$ cat src/zqc_pkg.sv
// Purpose: shared constants and types for impedance calibration sequencing
// Assumes: one 125 MHz clock for both ends
// Notes:   calibration windows are given in clock cycles of the device clock; tRP and tXS in ns
package zqc_pkg;

  // calibration command kinds on the command group
  typedef enum logic [1:0] {
    ZQC_CMD_NONE,
    ZQC_CMD_LONG,
    ZQC_CMD_SHORT
  } zqc_cmd_t;

  localparam int unsigned CLK_PERIOD_NS = 8;

  // calibration windows in device clocks, as printed for the device
  localparam int unsigned T_ZQINIT_CK  = 512;
  localparam int unsigned T_ZQOPER_CK  = 256;
  localparam int unsigned T_ZQCS_CK    = 64;

  // precharge and self-refresh exit delays, in ns
  localparam int unsigned T_RP_NS      = 14;
  localparam int unsigned T_XS_NS      = 170;
  localparam int unsigned T_RP_CYC     = (T_RP_NS + CLK_PERIOD_NS - 1) / CLK_PERIOD_NS;
  localparam int unsigned T_XS_CYC     = (T_XS_NS + CLK_PERIOD_NS - 1) / CLK_PERIOD_NS;

  // engine takes part of the window; transfer takes 8 cycles, the rest is margin
  localparam int unsigned ENG_LONG_INIT_CYC = 480;
  localparam int unsigned ENG_LONG_OPER_CYC = 224;
  localparam int unsigned ENG_SHORT_CYC     = 48;
  localparam int unsigned XFER_CYC          = 8;

  localparam int unsigned CNT_W        = 12;

  localparam logic [CNT_W-1:0] CNT_ZERO = 12'h000;
  localparam logic [CNT_W-1:0] CNT_ONE  = 12'h001;

endpackage : zqc_pkg

$ cat src/zqc_if.sv
// Purpose: command link between controller and device for calibration
// Assumes: single clock, both ends on core_clk
// Notes:   cmd is a one-cycle pulse; busy is a level from the device
`timescale 1ns/1ns
interface zqc_if;
  import zqc_pkg::*;
  zqc_cmd_t cmd;        // calibration command pulse
  logic     other_cmd;  // any other channel activity, one-cycle pulse
  logic     busy;       // device calibration window open
  logic     done;       // one-cycle pulse when results reach the io

  modport dev  (input cmd, input other_cmd, output busy, output done);
  modport ctrl (output cmd, output other_cmd, input busy, input done);
endinterface : zqc_if

$ cat src/zqc_device.sv
// Purpose: device end of impedance calibration; runs the calibration engine,
//          then loads its results into the io drivers and terminations
// Assumes: controller honours quiet time, precharge and self-refresh exit delays
// Notes:   engine and transfer lengths are parameters that must fit the windows;
//          a command that arrives while a window is open is dropped silently;
//          sr_exit is taken in but never starts a calibration by itself;
//          the first-long flag only clears on reset
`timescale 1ns/1ns

module zqc_device #(
  parameter int unsigned ENG_INIT  = zqc_pkg::ENG_LONG_INIT_CYC,
  parameter int unsigned ENG_OPER  = zqc_pkg::ENG_LONG_OPER_CYC,
  parameter int unsigned ENG_SHORT = zqc_pkg::ENG_SHORT_CYC,
  parameter int unsigned XFER      = zqc_pkg::XFER_CYC
) (
  input  wire logic      core_clk,
  input  wire logic      rst_n,
  zqc_if.dev             link,
  input  wire logic      sr_exit,
  output logic           cal_current_on,
  output logic           io_update,
  output logic           first_done,
  output logic [1:0]     last_kind
);
  import zqc_pkg::*;

  // engine phase runs with the current path on; transfer phase loads the io
  typedef enum logic [1:0] {
    ZQC_IDLE,
    ZQC_ENGINE,
    ZQC_XFER
  } zqc_state_t;

  ////////////////////////////////////////////////////////////////////////////
  // registered state, next values and decoded strobes
  zqc_state_t       state_q;
  zqc_state_t       state_d;
  logic [CNT_W-1:0] cnt_q;
  logic [CNT_W-1:0] cnt_d;
  logic             first_q;
  logic             first_d;
  logic             cur_q;
  logic             cur_d;
  logic             upd_q;
  logic             upd_d;
  logic [1:0]       kind_q;
  logic [1:0]       kind_d;
  logic             in_window;
  logic             take;
  logic             eng_end;
  logic             xfer_end;

  ////////////////////////////////////////////////////////////////////////////
  // code 3 is unused on the link and must not start the engine
  function automatic logic is_cal(input zqc_cmd_t c);
    is_cal = (c == ZQC_CMD_LONG) || (c == ZQC_CMD_SHORT);
  endfunction : is_cal

  // counters load the phase length and end on one, so a phase lasts exactly that
  function automatic logic last_tick(input logic [CNT_W-1:0] c);
    last_tick = (c <= CNT_ONE);
  endfunction : last_tick

  // plain decrement; a phase ends before its counter can reach zero
  function automatic logic [CNT_W-1:0] count_down(input logic [CNT_W-1:0] c);
    count_down = c - CNT_ONE;
  endfunction : count_down

  // first long after reset gets the init length, later ones the oper length
  function automatic logic [CNT_W-1:0] eng_len(input zqc_cmd_t c, input logic f);
    if (c == ZQC_CMD_SHORT) begin
      eng_len = CNT_W'(ENG_SHORT);
    end else if (f) begin
      eng_len = CNT_W'(ENG_OPER);
    end else begin
      eng_len = CNT_W'(ENG_INIT);
    end
  endfunction : eng_len

  ////////////////////////////////////////////////////////////////////////////
  // commands are looked at only while idle; one that lands inside a window is
  // dropped silently, since keeping the channel quiet is the controller's duty
  assign in_window = (state_q != ZQC_IDLE);
  assign take      = !in_window && is_cal(link.cmd);
  assign eng_end   = (state_q == ZQC_ENGINE) && last_tick(cnt_q);
  assign xfer_end  = (state_q == ZQC_XFER) && last_tick(cnt_q);

  ////////////////////////////////////////////////////////////////////////////
  // sequencer: phase and down counter
  always_comb begin
    state_d = state_q;
    cnt_d   = cnt_q;
    case (state_q)
      ZQC_IDLE: begin
        // self-refresh exit alone never starts the engine
        if (take) begin
          state_d = ZQC_ENGINE;
          cnt_d   = eng_len(link.cmd, first_q);
        end
      end
      ZQC_ENGINE: begin
        if (eng_end) begin
          state_d = ZQC_XFER;
          cnt_d   = CNT_W'(XFER);
        end else begin
          cnt_d = count_down(cnt_q);
        end
      end
      ZQC_XFER: begin
        if (xfer_end) begin
          state_d = ZQC_IDLE;
          cnt_d   = CNT_ZERO;
        end else begin
          cnt_d = count_down(cnt_q);
        end
      end
      default: begin
        // unused code recovers to idle
        state_d = ZQC_IDLE;
        cnt_d   = CNT_ZERO;
      end
    endcase
  end

  always_ff @(posedge core_clk or negedge rst_n) begin
    if (!rst_n) begin
      state_q <= ZQC_IDLE;
      cnt_q   <= CNT_ZERO;
    end else begin
      state_q <= state_d;
      cnt_q   <= cnt_d;
    end
  end

  ////////////////////////////////////////////////////////////////////////////
  // first-long flag: set on completion, not on issue, so a reset that cuts
  // the first calibration short still grants the long initial window
  always_comb begin
    first_d = first_q;
    if (xfer_end && kind_q == ZQC_CMD_LONG) begin
      first_d = 1'b1;
    end
  end

  always_ff @(posedge core_clk or negedge rst_n) begin
    if (!rst_n) begin
      first_q <= 1'b0;
    end else begin
      first_q <= first_d;
    end
  end

  ////////////////////////////////////////////////////////////////////////////
  // current path, io load strobe and kind of the running calibration
  always_comb begin
    cur_d  = cur_q;
    upd_d  = 1'b0;
    kind_d = kind_q;
    if (take) begin
      cur_d  = 1'b1;
      kind_d = link.cmd;
    end
    // current path off as soon as the engine is done; the transfer needs no
    // reference current, so the io load phase already runs at low power
    if (eng_end) begin
      cur_d = 1'b0;
    end
    if (xfer_end) begin
      upd_d = 1'b1;
    end
  end

  always_ff @(posedge core_clk or negedge rst_n) begin
    if (!rst_n) begin
      cur_q  <= 1'b0;
      upd_q  <= 1'b0;
      kind_q <= ZQC_CMD_NONE;
    end else begin
      cur_q  <= cur_d;
      upd_q  <= upd_d;
      kind_q <= kind_d;
    end
  end

  ////////////////////////////////////////////////////////////////////////////
  // busy spans engine and transfer, so the controller can key its quiet time on it
  assign link.busy      = in_window;
  assign link.done      = upd_q;
  assign cal_current_on = cur_q;
  assign io_update      = upd_q;
  assign first_done     = first_q;
  assign last_kind      = kind_q;

endmodule : zqc_device

$ cat src/flat_wrapper.sv
// flat-port wrapper written by rule: the top's interface ports become plain ports
module zqc_device_flat import zqc_pkg::*;
#(
  parameter int unsigned ENG_INIT  = zqc_pkg::ENG_LONG_INIT_CYC,
  parameter int unsigned ENG_OPER  = zqc_pkg::ENG_LONG_OPER_CYC,
  parameter int unsigned ENG_SHORT = zqc_pkg::ENG_SHORT_CYC,
  parameter int unsigned XFER      = zqc_pkg::XFER_CYC
)
  (core_clk, rst_n, sr_exit, cal_current_on, io_update, first_done, last_kind, link_cmd, link_other_cmd, link_busy, link_done);
  zqc_if link_i ();
  input  wire logic core_clk;
  input  wire logic rst_n;
  input  wire logic sr_exit;
  output logic cal_current_on;
  output logic io_update;
  output logic first_done;
  output logic [1:0] last_kind;
  input wire logic [$bits(link_i.cmd)-1:0] link_cmd;
  input wire logic [$bits(link_i.other_cmd)-1:0] link_other_cmd;
  output wire logic [$bits(link_i.busy)-1:0] link_busy;
  output wire logic [$bits(link_i.done)-1:0] link_done;
  assign link_i.cmd = link_cmd;
  assign link_i.other_cmd = link_other_cmd;
  assign link_busy = link_i.busy;
  assign link_done = link_i.done;
  zqc_device #(.ENG_INIT(ENG_INIT), .ENG_OPER(ENG_OPER), .ENG_SHORT(ENG_SHORT), .XFER(XFER)) u_core (.core_clk(core_clk), .rst_n(rst_n), .link(link_i), .sr_exit(sr_exit), .cal_current_on(cal_current_on), .io_update(io_update), .first_done(first_done), .last_kind(last_kind));
endmodule
$ cat config.mk
export PLATFORM = sky130hd
export DESIGN_NAME = zqc_device_flat
export DESIGN_NICKNAME = d
export VERILOG_FILES = /design/src/zqc_pkg.sv /design/src/zqc_if.sv /design/src/zqc_device.sv /design/src/flat_wrapper.sv
export SDC_FILE = /design/constraint.sdc
export NUM_CORES = 1
export LEC_CHECK = 0
export ABC_CLOCK_PERIOD_IN_PS = 3600
export BUFFER_PORTS_ARGS = -buffer_cell sky130_fd_sc_hd__clkbuf_2
export CORE_UTILIZATION = 60
export CTS_CLUSTER_DIAMETER = 100
export DETAILED_ROUTE_END_ITERATION = 7
export PLACE_DENSITY = 0.8
export SLEW_MARGIN = 5
export SYNTH_ARGS = -nofsm -noshare
export SYNTH_HDL_FRONTEND = slang
export SYNTH_SLANG_ARGS = --single-unit
$ cat constraint.sdc
create_clock -name core_clk -period 3.6 [get_ports core_clk]
set_input_delay 0.18 -clock core_clk [delete_from_list [all_inputs] [get_ports core_clk]]
set_output_delay 0.18 -clock core_clk [all_outputs]
set_load 0.005 [all_outputs]
**Word level (Yosys, flattened, before mapping)**

Cells that the tools add are included.

- Add/subtract/negate cells: 1
- Magnitude comparators: 1
- Eq/ne operators: 8
- Muxes and demuxes: 13
- Reductions and logical operators: 10

Operators with widths:

| kind | count |
|---|---|
| two-way mux 12 bit | 4 |
| one-hot mux 12 bit (3 select lines) | 1 |
| <= comparator 12 x 1 -> 1 bit (second input constant) | 1 |
| subtractor 12 x 1 -> 12 bit (second input constant) | 1 |
| two-way mux 9 bit | 1 |
| equality test 2 x 1 -> 1 bit (second input constant) | 3 |
| two-way mux 2 bit | 3 |
| inequality test 2 x 1 -> 1 bit (second input constant) | 3 |
| one-hot mux 2 bit (3 select lines) | 1 |
| equality test 2 bit (second input constant) | 2 |
| logical AND 1 bit | 4 |
| nonzero test 2 bit | 2 |
| two-way mux 1 bit | 3 |
| AND reduction 3 bit | 1 |
| logical NOT 2 bit | 1 |
| logical NOT 1 bit | 1 |
| logical OR 1 bit | 1 |

- Flip-flop bits (word level): 19
- Bits of input ports: 6
- Logic and storage cells: 39

**Depth between registers and ports, before layout**

Gate-level depths: netlist of the first run.

- Depth after elaboration: 5
- Depth in mapped cells: 7
- Depth with buffers taken out: 7

**Least setup slack after synthesis of the first run**

No wires, ideal clock.

- Path kind: reg-to-reg
- From: reg u_core.cnt_q[0]
- To: reg u_core.cnt_q[7]
- Setup time: 124 ps
- Arrival time: 1549 ps
- Required time: 3476 ps
- Path slack: 1927 ps
- Stages on the path, launching flop included: 5
- Cells stage by stage: dfrtp_1 -> or4_4 -> nor4_4 -> o21ai_2 -> a211o_1

- Word-level cells in the longest chain between the ends: 4
- Elaborated cells on any way between the ends: 7
- Classes of those cells: 1 x add/sub; 1 x order compare; 3 x mux; 2 x reduce/logical

RTL lines:

| element | line | source |
|---|---|---|
| start, declared | zqc_device.sv:38 | `logic [CNT_W-1:0] cnt_q;` |
| start signal, assigned | zqc_device.sv:131 | `cnt_q <= cnt_d;` |
| <= comparator 12 x 1 -> 1 bit | zqc_device.sv:61 | `last_tick = (c <= CNT_ONE);` |
| logical AND 1 bit (on tied branches) | zqc_device.sv:86, zqc_device.sv:85 |  |
| two-way mux 12 bit (on tied branches) | zqc_device.sv:110, zqc_device.sv:102 |  |
| one-hot mux 12 bit (3 select lines) (*) | zqc_device.sv:93 | `case (state_q)` |

Every way passes the cells marked *; elsewhere a longest branch is shown, timed or not.
A chain may end at the register's enable or synchronous reset.

**Final worst setup path of the first run**

- From: reg u_core.cnt_q[7]
- To: reg u_core.cnt_q[7]

The elaborated chain is that of the path after synthesis.

==> impl_metrics.sql, run 1 <==
INSERT INTO impl_metrics (metric_group, metric, value, unit) VALUES
('clock_network', 'source_to_sink_clock_delay_at_the_later_pin_of_the_worst_skew_pair', '0.31', 'ns'),
('flow_run', 'cap_viol_max_count', '0', ''),
('outcome', 'run_status', 'completed', ''),
('route', 'dr.pass1.iters', '5', ''),
('power_and_ir_drop', 'power.static_leakage', '0.550', 'nW'),
('hold_path', 'holdCritPathClass', 'primary input to register', ''),
('timing', 'timing_max_transition_violations_final', '0', ''),
('floorplanning', 'core_area', '1730', 'µm²'),
('setup_path', 'worst_path_max_delay_cell', 'sky130_fd_sc_hd__dfrtp_1', ''),
('final_layout', 'insertedDiodeCount', '0', ''),
('route', 'wl_per_cell', '14.0', 'µm'),
('placed_design', 'port_buffers', '10', ''),
('setup_path', 'worst_path_dominant_cell_family', 'simple AND/OR/NAND/NOR gates', ''),
('global_routing', 'globalRouteTotalUtil', '25.1', '%'),
('logic_synthesis', 'synth-compound-area-share', '21.9', '%'),
('clock_network', 'cts.root.buffer_cell', 'sky130_fd_sc_hd__clkbuf_4', ''),
('logic_synthesis', 'synth_seq_area_share', '42.6', '%'),
('timing', 'timing.clock.skew', '0.00699', 'ns'),
('final_layout', 'layout_common_cells', '19 x sky130_fd_sc_hd__dfrtp_1, 14 x sky130_fd_sc_hd__nand2_1, 12 x sky130_fd_sc_hd__nor2_1', ''),
('logic_synthesis', 'netlist_instances', '121', ''),
('floorplanning', 'die_height', '45.2', 'µm'),
('route', 'route.antenna.remaining_nets', '0', ''),
('logic_synthesis', 'netlist_area', '1120', 'µm²'),
('timing', 'max_slew.worst_pin.slew', '0.480', 'ns'),
('timing', 'tns', '0', 'ns'),
('clock_network', 'cts.reportedPaths.clkPinSlew', '0.11', 'ns'),
('timing', 'timing_hold_violations_final', '0', ''),
('logic_synthesis', 'ys.warnings.count', '0', ''),
('clock_network', 'clock_sinks', '19', ''),
('route', 'route.detailed.vias_per_inst', '5.78', ''),
('timing', 'fmax', '0.543', 'GHz'),
('floorplanning', 'floorplan.initialDensity', '64.7', '%'),
('final_layout', 'mostFrequentLayoutCell', 'sky130_fd_sc_hd__dfrtp_1', ''),
('route', 'vias', '907', ''),
('route', 'totalWireLength', '2190', 'µm'),
('placed_design', 'dp_hpwl', '1570', 'µm'),
('placed_design', 'place_inst', '152', ''),
('setup_path', 'critical_path.endpoint_type', 'register', ''),
('logic_synthesis', 'synth_adder_area_share', '3.36', '%'),
('logic_synthesis', 'muxShareOfSynthArea', '1.01', '%'),
('placed_design', 'place.gp.congestion', '0.879', ''),
('final_layout', 'fin_area', '1210', 'µm²'),
('global_routing', 'grt_pass1_wl', '3650', 'µm'),
('floorplanning', 'die_width', '45.2', 'µm'),
('logic_synthesis', 'synth_top_family_by_area', 'simple AND/OR/NAND/NOR gates', ''),
('setup_path', 'cp_slowest_stage_delay', '0.44', 'ns'),
('setup_path', 'crit_buf_inv', '0', ''),
('power_and_ir_drop', 'p_per_area', '618', 'nW/µm²'),
('setup_path', 'crit_path_start_kind', 'register', ''),
('clock_network', 'cts_tree', 'built', ''),
('clock_network', 'clock_path_buffers', '2', ''),
('timing', 'min_period_over_period', '51.2', '%'),
('floorplanning', 'floorplan.die_area', '2040', 'µm²'),
('route', 'detail_route.iter0.violations', '27', ''),
('global_routing', 'grt_pass1_vias', '849', ''),
('global_routing', 'globalRoute.totalOverflow', '0', ''),
('timing', 'finalCriticalPeriod', '1.84', 'ns'),
('floorplanning', 'rows', '15', ''),
('logic_synthesis', 'synth_top_flop_cell', 'sky130_fd_sc_hd__dfrtp_1', ''),
('setup_path', 'critPathArrivalTime', '2.05', 'ns'),
('setup_path', 'critPathKind', 'register to register', ''),
('clock_network', 'post_cts.resized_instances', '0', ''),
('final_layout', 'layout-drive-gt1-share', '18.9', '%'),
('timing', 'rsz0062_at_grt', 'false', ''),
('logic_synthesis', 'synth_seq_cells', '19', ''),
('timing', 'setup_viol', '0', ''),
('placed_design', 'placed_area', '1170', 'µm²'),
('setup_path', 'worst_ep_required_time', '3.81', 'ns'),
('final_layout', 'final_net_count', '142', ''),
('logic_synthesis', 'async_reset_ff_share', '100', '%'),
('logic_synthesis', 'synth_fp_nets', '130', '');
-- worst min-delay path: stages --
cell and delay (ns):
sky130_fd_sc_hd__clkbuf_2 0.09, sky130_fd_sc_hd__nand2_1 0.04, sky130_fd_sc_hd__o21ai_0 0.06
-- cells by family after synthesis --
family,after synthesis
flops,19
buf+inv,11
fa+ha+maj,3
xor+xnor,2
compound gates,36
simple gates,49
mux,1
-- path summary, 6_finish.rpt --
kind | from | end | slack [ns] | cells after the start
max | u_core.cnt_q[7] | u_core.cnt_q[7] | 1.76 | 5
max reg2reg | u_core.cnt_q[7] | u_core.cnt_q[7] | 1.76 | 5
min in group asynchronous | rst_n | u_core.cnt_q[10] | 0.35 | 2
min | link_cmd[1] | u_core.last_kind[1] | 0.1 | 3
min reg2reg | u_core.first_done | u_core.first_done | 0.52 | 1
max in group asynchronous | rst_n | u_core.cnt_q[4] | 2.92 | 2
-- cell usage after synthesis, types with 2 or more instances --
library cell / instances / area, µm²
sky130_fd_sc_hd__dfrtp_1: 19 / 475
sky130_fd_sc_hd__nand2_1: 14 / 52.6
sky130_fd_sc_hd__nor2_1: 12 / 45.0
sky130_fd_sc_hd__a21oi_1: 9 / 45.0
sky130_fd_sc_hd__inv_1: 7 / 26.3
sky130_fd_sc_hd__o21ai_0: 6 / 30.0
sky130_fd_sc_hd__nor3_1: 5 / 25.0
sky130_fd_sc_hd__a31oi_1: 4 / 25.0
sky130_fd_sc_hd__o22ai_1: 4 / 25.0
sky130_fd_sc_hd__ha_1: 3 / 37.5
sky130_fd_sc_hd__nor2b_1: 3 / 18.8
sky130_fd_sc_hd__buf_2: 2 / 10.0
sky130_fd_sc_hd__buf_4: 2 / 15.0
sky130_fd_sc_hd__nand2b_1: 2 / 12.5
sky130_fd_sc_hd__nor3b_1: 2 / 15.0
sky130_fd_sc_hd__xnor2_1: 2 / 17.5
-- cell type report --
class / count / area [µm²]
Multi-Input combinational cell: 91 / 591
Clock buffer: 3 / 22.5
Tap cell: 25 / 31.3
Fill cell: 135 / 515
Clock inverter: 1 / 5.00
Timing Repair Buffer: 11 / 60.1
Inverter: 7 / 26.3
Sequential cell: 19 / 475
-- stage by stage --
step                utilization [%]  power, mW  hold WS, ns  setup slack (ns)
floorplan                         -      0.571       -0.116              1.93
detailed placement             68.0      0.638        0.165              1.79
global route                   70.1      0.799        0.109              1.60
finish                         70.1      0.748       0.0986              1.76
CTS                            70.1      0.751       0.0882              1.77
global placement               68.0      0.622        0.157              1.83
-- power breakdown --
group,leakage (nW),switching [mW],internal [mW],total (mW)
combinational,0.302,0.120,0.123,0.244
clock,0.0177,0.0699,0.0415,0.111
sequential,0.230,0.100,0.292,0.393
total,0.550,0.291,0.457,0.748
-- metal layers --
layer  up-vias  routed length, µm  track usage (%)
li1        452                  -                -
met1       417                988             34.2
met4         0                 50             12.7
met2        29               1040             38.8
met3         9                112             3.60
met5         -                  0                0
-- flip-flops by register name, summed over array words and instances, names as in the netlist --
name	count
u_core.state_q	2
u_core.io_update	1
u_core.first_done	1
u_core.last_kind	2
u_core.cnt_q	12
u_core.cal_current_on	1
-- repair_timing --
action | 4_1_cts | 5_1_grt
hold endpoints to repair | 19 | 0
endpoints found under the setup margin | 0 | 0
buffers inserted | 0 | 0
hold buffers | 1 | 0
Power figures use the tool's default switching activity.
==> run 2: changes to the inputs <==
--- a/config.mk
+++ b/config.mk
@@ -5,12 +5,12 @@
 export SDC_FILE = /design/constraint.sdc
 export NUM_CORES = 1
 export LEC_CHECK = 0
-export ABC_CLOCK_PERIOD_IN_PS = 3600
+export ABC_CLOCK_PERIOD_IN_PS = 1900
 export BUFFER_PORTS_ARGS = -buffer_cell sky130_fd_sc_hd__clkbuf_2
-export CORE_UTILIZATION = 60
+export CORE_UTILIZATION = 56
 export CTS_CLUSTER_DIAMETER = 100
 export DETAILED_ROUTE_END_ITERATION = 7
-export PLACE_DENSITY = 0.8
+export PLACE_DENSITY = 0.75
 export SLEW_MARGIN = 5
 export SYNTH_ARGS = -nofsm -noshare
 export SYNTH_HDL_FRONTEND = slang
==> constraint.sdc (replaced) <==
create_clock -name core_clk -period 1.9 [get_ports core_clk]
set_input_delay 0.095 -clock core_clk [delete_from_list [all_inputs] [get_ports core_clk]]
set_output_delay 0.095 -clock core_clk [all_outputs]
set_load 0.005 [all_outputs]
==> impl_metrics.sql, run 2 (synthesis results as in run 1) <==
INSERT INTO impl_metrics (metric_group, metric, value, unit) VALUES
('timing', 'timing_max_transition_violations_final', '0', ''),
('timing', 'setup_viol', '0', ''),
('power_and_ir_drop', 'max_ir_drop_vdd', '0.000790', 'V'),
('final_layout', 'fin_area', '1260', 'µm²'),
('clock_network', 'cts.reportedPaths.clkPinSlew', '0.13', 'ns'),
('setup_path', 'critPathMaxFanout', '5', ''),
('clock_network', 'htree_levels', '1', ''),
('global_routing', 'globalRouteTotalUtil', '24.4', '%'),
('timing', 'max_slew.worst_pin.slew', '0.493', 'ns'),
('setup_path', 'critPathArrivalTime', '2.05', 'ns'),
('global_routing', 'grt_use_met1', '31.6', '%'),
('route', 'dr.pass1.iters', '4', ''),
('floorplanning', 'die_height', '46.7', 'µm'),
('final_layout', 'multiInputGateArea', '603', 'µm²'),
('final_layout', 'sequential_cell_area', '475', 'µm²'),
('clock_network', 'source_to_sink_clock_delay_at_the_later_pin_of_the_worst_skew_pair', '0.31', 'ns'),
('floorplanning', 'rows', '15', ''),
('clock_network', 'clock_sinks', '19', ''),
('final_layout', 'insertedDiodeCount', '0', ''),
('final_layout', 'largest_register_ffs', '12', ''),
('global_routing', 'global_route.usage.met2', '39.4', '%'),
('route', 'wl_per_cell', '14.5', 'µm'),
('final_layout', 'max_flop_register', 'u_core.cnt_q', ''),
('route', 'totalWireLength', '2360', 'µm'),
('floorplanning', 'core_area', '1800', 'µm²'),
('route', 'drt_drc_violations_left', '0', ''),
('timing', 'fmax', '0.539', 'GHz'),
('flow_run', 'cap_viol_max_count', '0', ''),
('route', 'route.antenna.remaining_nets', '0', ''),
('route', 'route.detailed.vias_per_inst', '5.83', ''),
('timing', 'tns', '0', 'ns'),
('route', 'vias', '945', ''),
('final_layout', 'fill_cells', '161', ''),
('final_layout', 'final_net_count', '147', ''),
('final_layout', 'areaGrowthSynthToFinish', '13.1', '%'),
('power_and_ir_drop', 'power.internal', '904', 'µW'),
('timing', 'relSlewSlack', '67.1', '%'),
('final_layout', 'layout_common_cells', '19 x sky130_fd_sc_hd__dfrtp_1, 14 x sky130_fd_sc_hd__nand2_1, 12 x sky130_fd_sc_hd__nor2_1', ''),
('route', 'detail_route.iter0.violations', '49', ''),
('global_routing', 'grt_pass1_wl', '3660', 'µm'),
('floorplanning', 'die_width', '46.7', 'µm'),
('global_routing', 'grt_pass1_vias', '827', ''),
('power_and_ir_drop', 'switching_share', '39.3', '%'),
('power_and_ir_drop', 'switching_power', '585', 'µW'),
('hold_path', 'holdCritPathClass', 'primary input to register', ''),
('setup_path', 'critPathKind', 'register to register', ''),
('power_and_ir_drop', 'power_frac_comb', '35.6', '%'),
('outcome', 'run_status', 'completed', ''),
('global_routing', 'grt_antenna_before_repair', '0', ''),
('timing', 'finalCriticalPeriod', '1.85', 'ns'),
('final_layout', 'mostFrequentLayoutCell', 'sky130_fd_sc_hd__dfrtp_1', ''),
('global_routing', 'globalRoute.totalOverflow', '0', ''),
('setup_path', 'critical_path.endpoint_type', 'register', ''),
('clock_network', 'cts_tree', 'built', ''),
('placed_design', 'dp_hpwl', '1600', 'µm'),
('floorplanning', 'floorplan.initialDensity', '62.0', '%'),
('timing', 'min_period_over_period', '97.6', '%'),
('global_routing', 'grt.busiest_layer', 'met2', ''),
('placed_design', 'placed_area', '1180', 'µm²'),
('timing', 'timing.clock.skew', '0.0146', 'ns'),
('global_routing', 'maximum_number_of_pins_on_one_net_before_global_route_repair', '20', ''),
('final_layout', 'layout-drive-gt1-share', '22.6', '%'),
('power_and_ir_drop', 'power.static_leakage', '0.584', 'nW'),
('setup_path', 'crit_path_start_kind', 'register', ''),
('power_and_ir_drop', 'share_seq_of_total_power', '49.7', '%'),
('clock_network', 'tritoncts.num_buffers', '3', ''),
('power_and_ir_drop', 'p_per_area', '1180', 'nW/µm²'),
('floorplanning', 'floorplan.die_area', '2180', 'µm²'),
('placed_design', 'port_buffers', '10', ''),
('placed_design', 'place.gp.congestion', '0.884', ''),
('floorplanning', 'io_pins', '13', ''),
('timing', 'timing_hold_violations_final', '0', ''),
('clock_network', 'cts.root.buffer_cell', 'sky130_fd_sc_hd__clkbuf_4', ''),
('clock_network', 'clock_path_buffers', '2', ''),
('global_routing', 'global_route_track_usage_on_met3', '8.24', '%'),
('setup_path', 'worst_ep_required_time', '2.09', 'ns'),
('power_and_ir_drop', 'clkPwrFrac', '14.7', '%');
==> run 2: final timing paths <==
path                                    from                   to  slack [ns]  cells past startpoint
hold / removal                   link_cmd[1]  u_core.last_kind[1]        0.02                      3
max in group asynchronous              rst_n      u_core.cnt_q[8]        1.29                      2
min in group asynchronous              rst_n      u_core.cnt_q[1]        0.26                      2
setup reg to reg             u_core.cnt_q[7]      u_core.cnt_q[7]        0.05                      5
setup / recovery             u_core.cnt_q[7]      u_core.cnt_q[7]        0.05                      5
hold reg to reg            u_core.first_done    u_core.first_done        0.51                      1
==> run 2: per-stage QoR <==
stage	setup WS (ns)	hold slack (ns)	cells	power [mW]	util [%]
global route	-0.0347	0.0257	162	1.59	70.1
global placement	0.137	0.0718	153	1.20	65.6
detailed placement	0.112	0.0749	153	1.23	65.6
floorplan	0.227	-0.201	121	1.08	-
finish	0.0452	0.0216	162	1.49	70.1
CTS	0.0935	0.0197	158	1.45	67.8
==> run 2: cell type report <==
type	count	share of cell area, %
multi-input combinational	91	47.7
sequential	19	37.6
timing repair buffer	16	7.72
tap	25	2.48
inverter	7	2.08
clock buffer	3	1.78
clock inverter	1	0.594
==> run 2: critical path: stages, from the launching register on <==
cell and delay (ns):
sky130_fd_sc_hd__dfrtp_1 0.43, sky130_fd_sc_hd__or3_4 0.44, sky130_fd_sc_hd__nor3_4 0.30, sky130_fd_sc_hd__a21bo_4 0.22, sky130_fd_sc_hd__o21ai_2 0.06, sky130_fd_sc_hd__a211o_1 0.29
==> run 2: timing repair <==
item,in CTS,in global routing
hold buffers,1,0
resized for setup,0,2
hold endpoints to repair,19,0
setup endpoints to repair,0,5
setup buffers,0,4
==> run 2: routing by layer <==
| layer | vias up | share of wire [%] |
|---|---|---|
| li1 | 469 | - |
| met1 | 447 | 46 |
| met2 | 27 | 48 |
| met3 | 2 | 5.3 |
| met4 | 0 | 0.59 |
| met5 | - | 0 |
==> run 2: power groups by stage <==
stage / clock network, mW / registers [mW] / logic [mW]
after CTS: 0.221 / 0.732 / 0.493
after floorplan: 0 / 0.715 / 0.368
after global placement: 0 / 0.731 / 0.466
after global routing: 0.236 / 0.755 / 0.597
after detailed placement: 0 / 0.735 / 0.491
final: 0.218 / 0.740 / 0.530
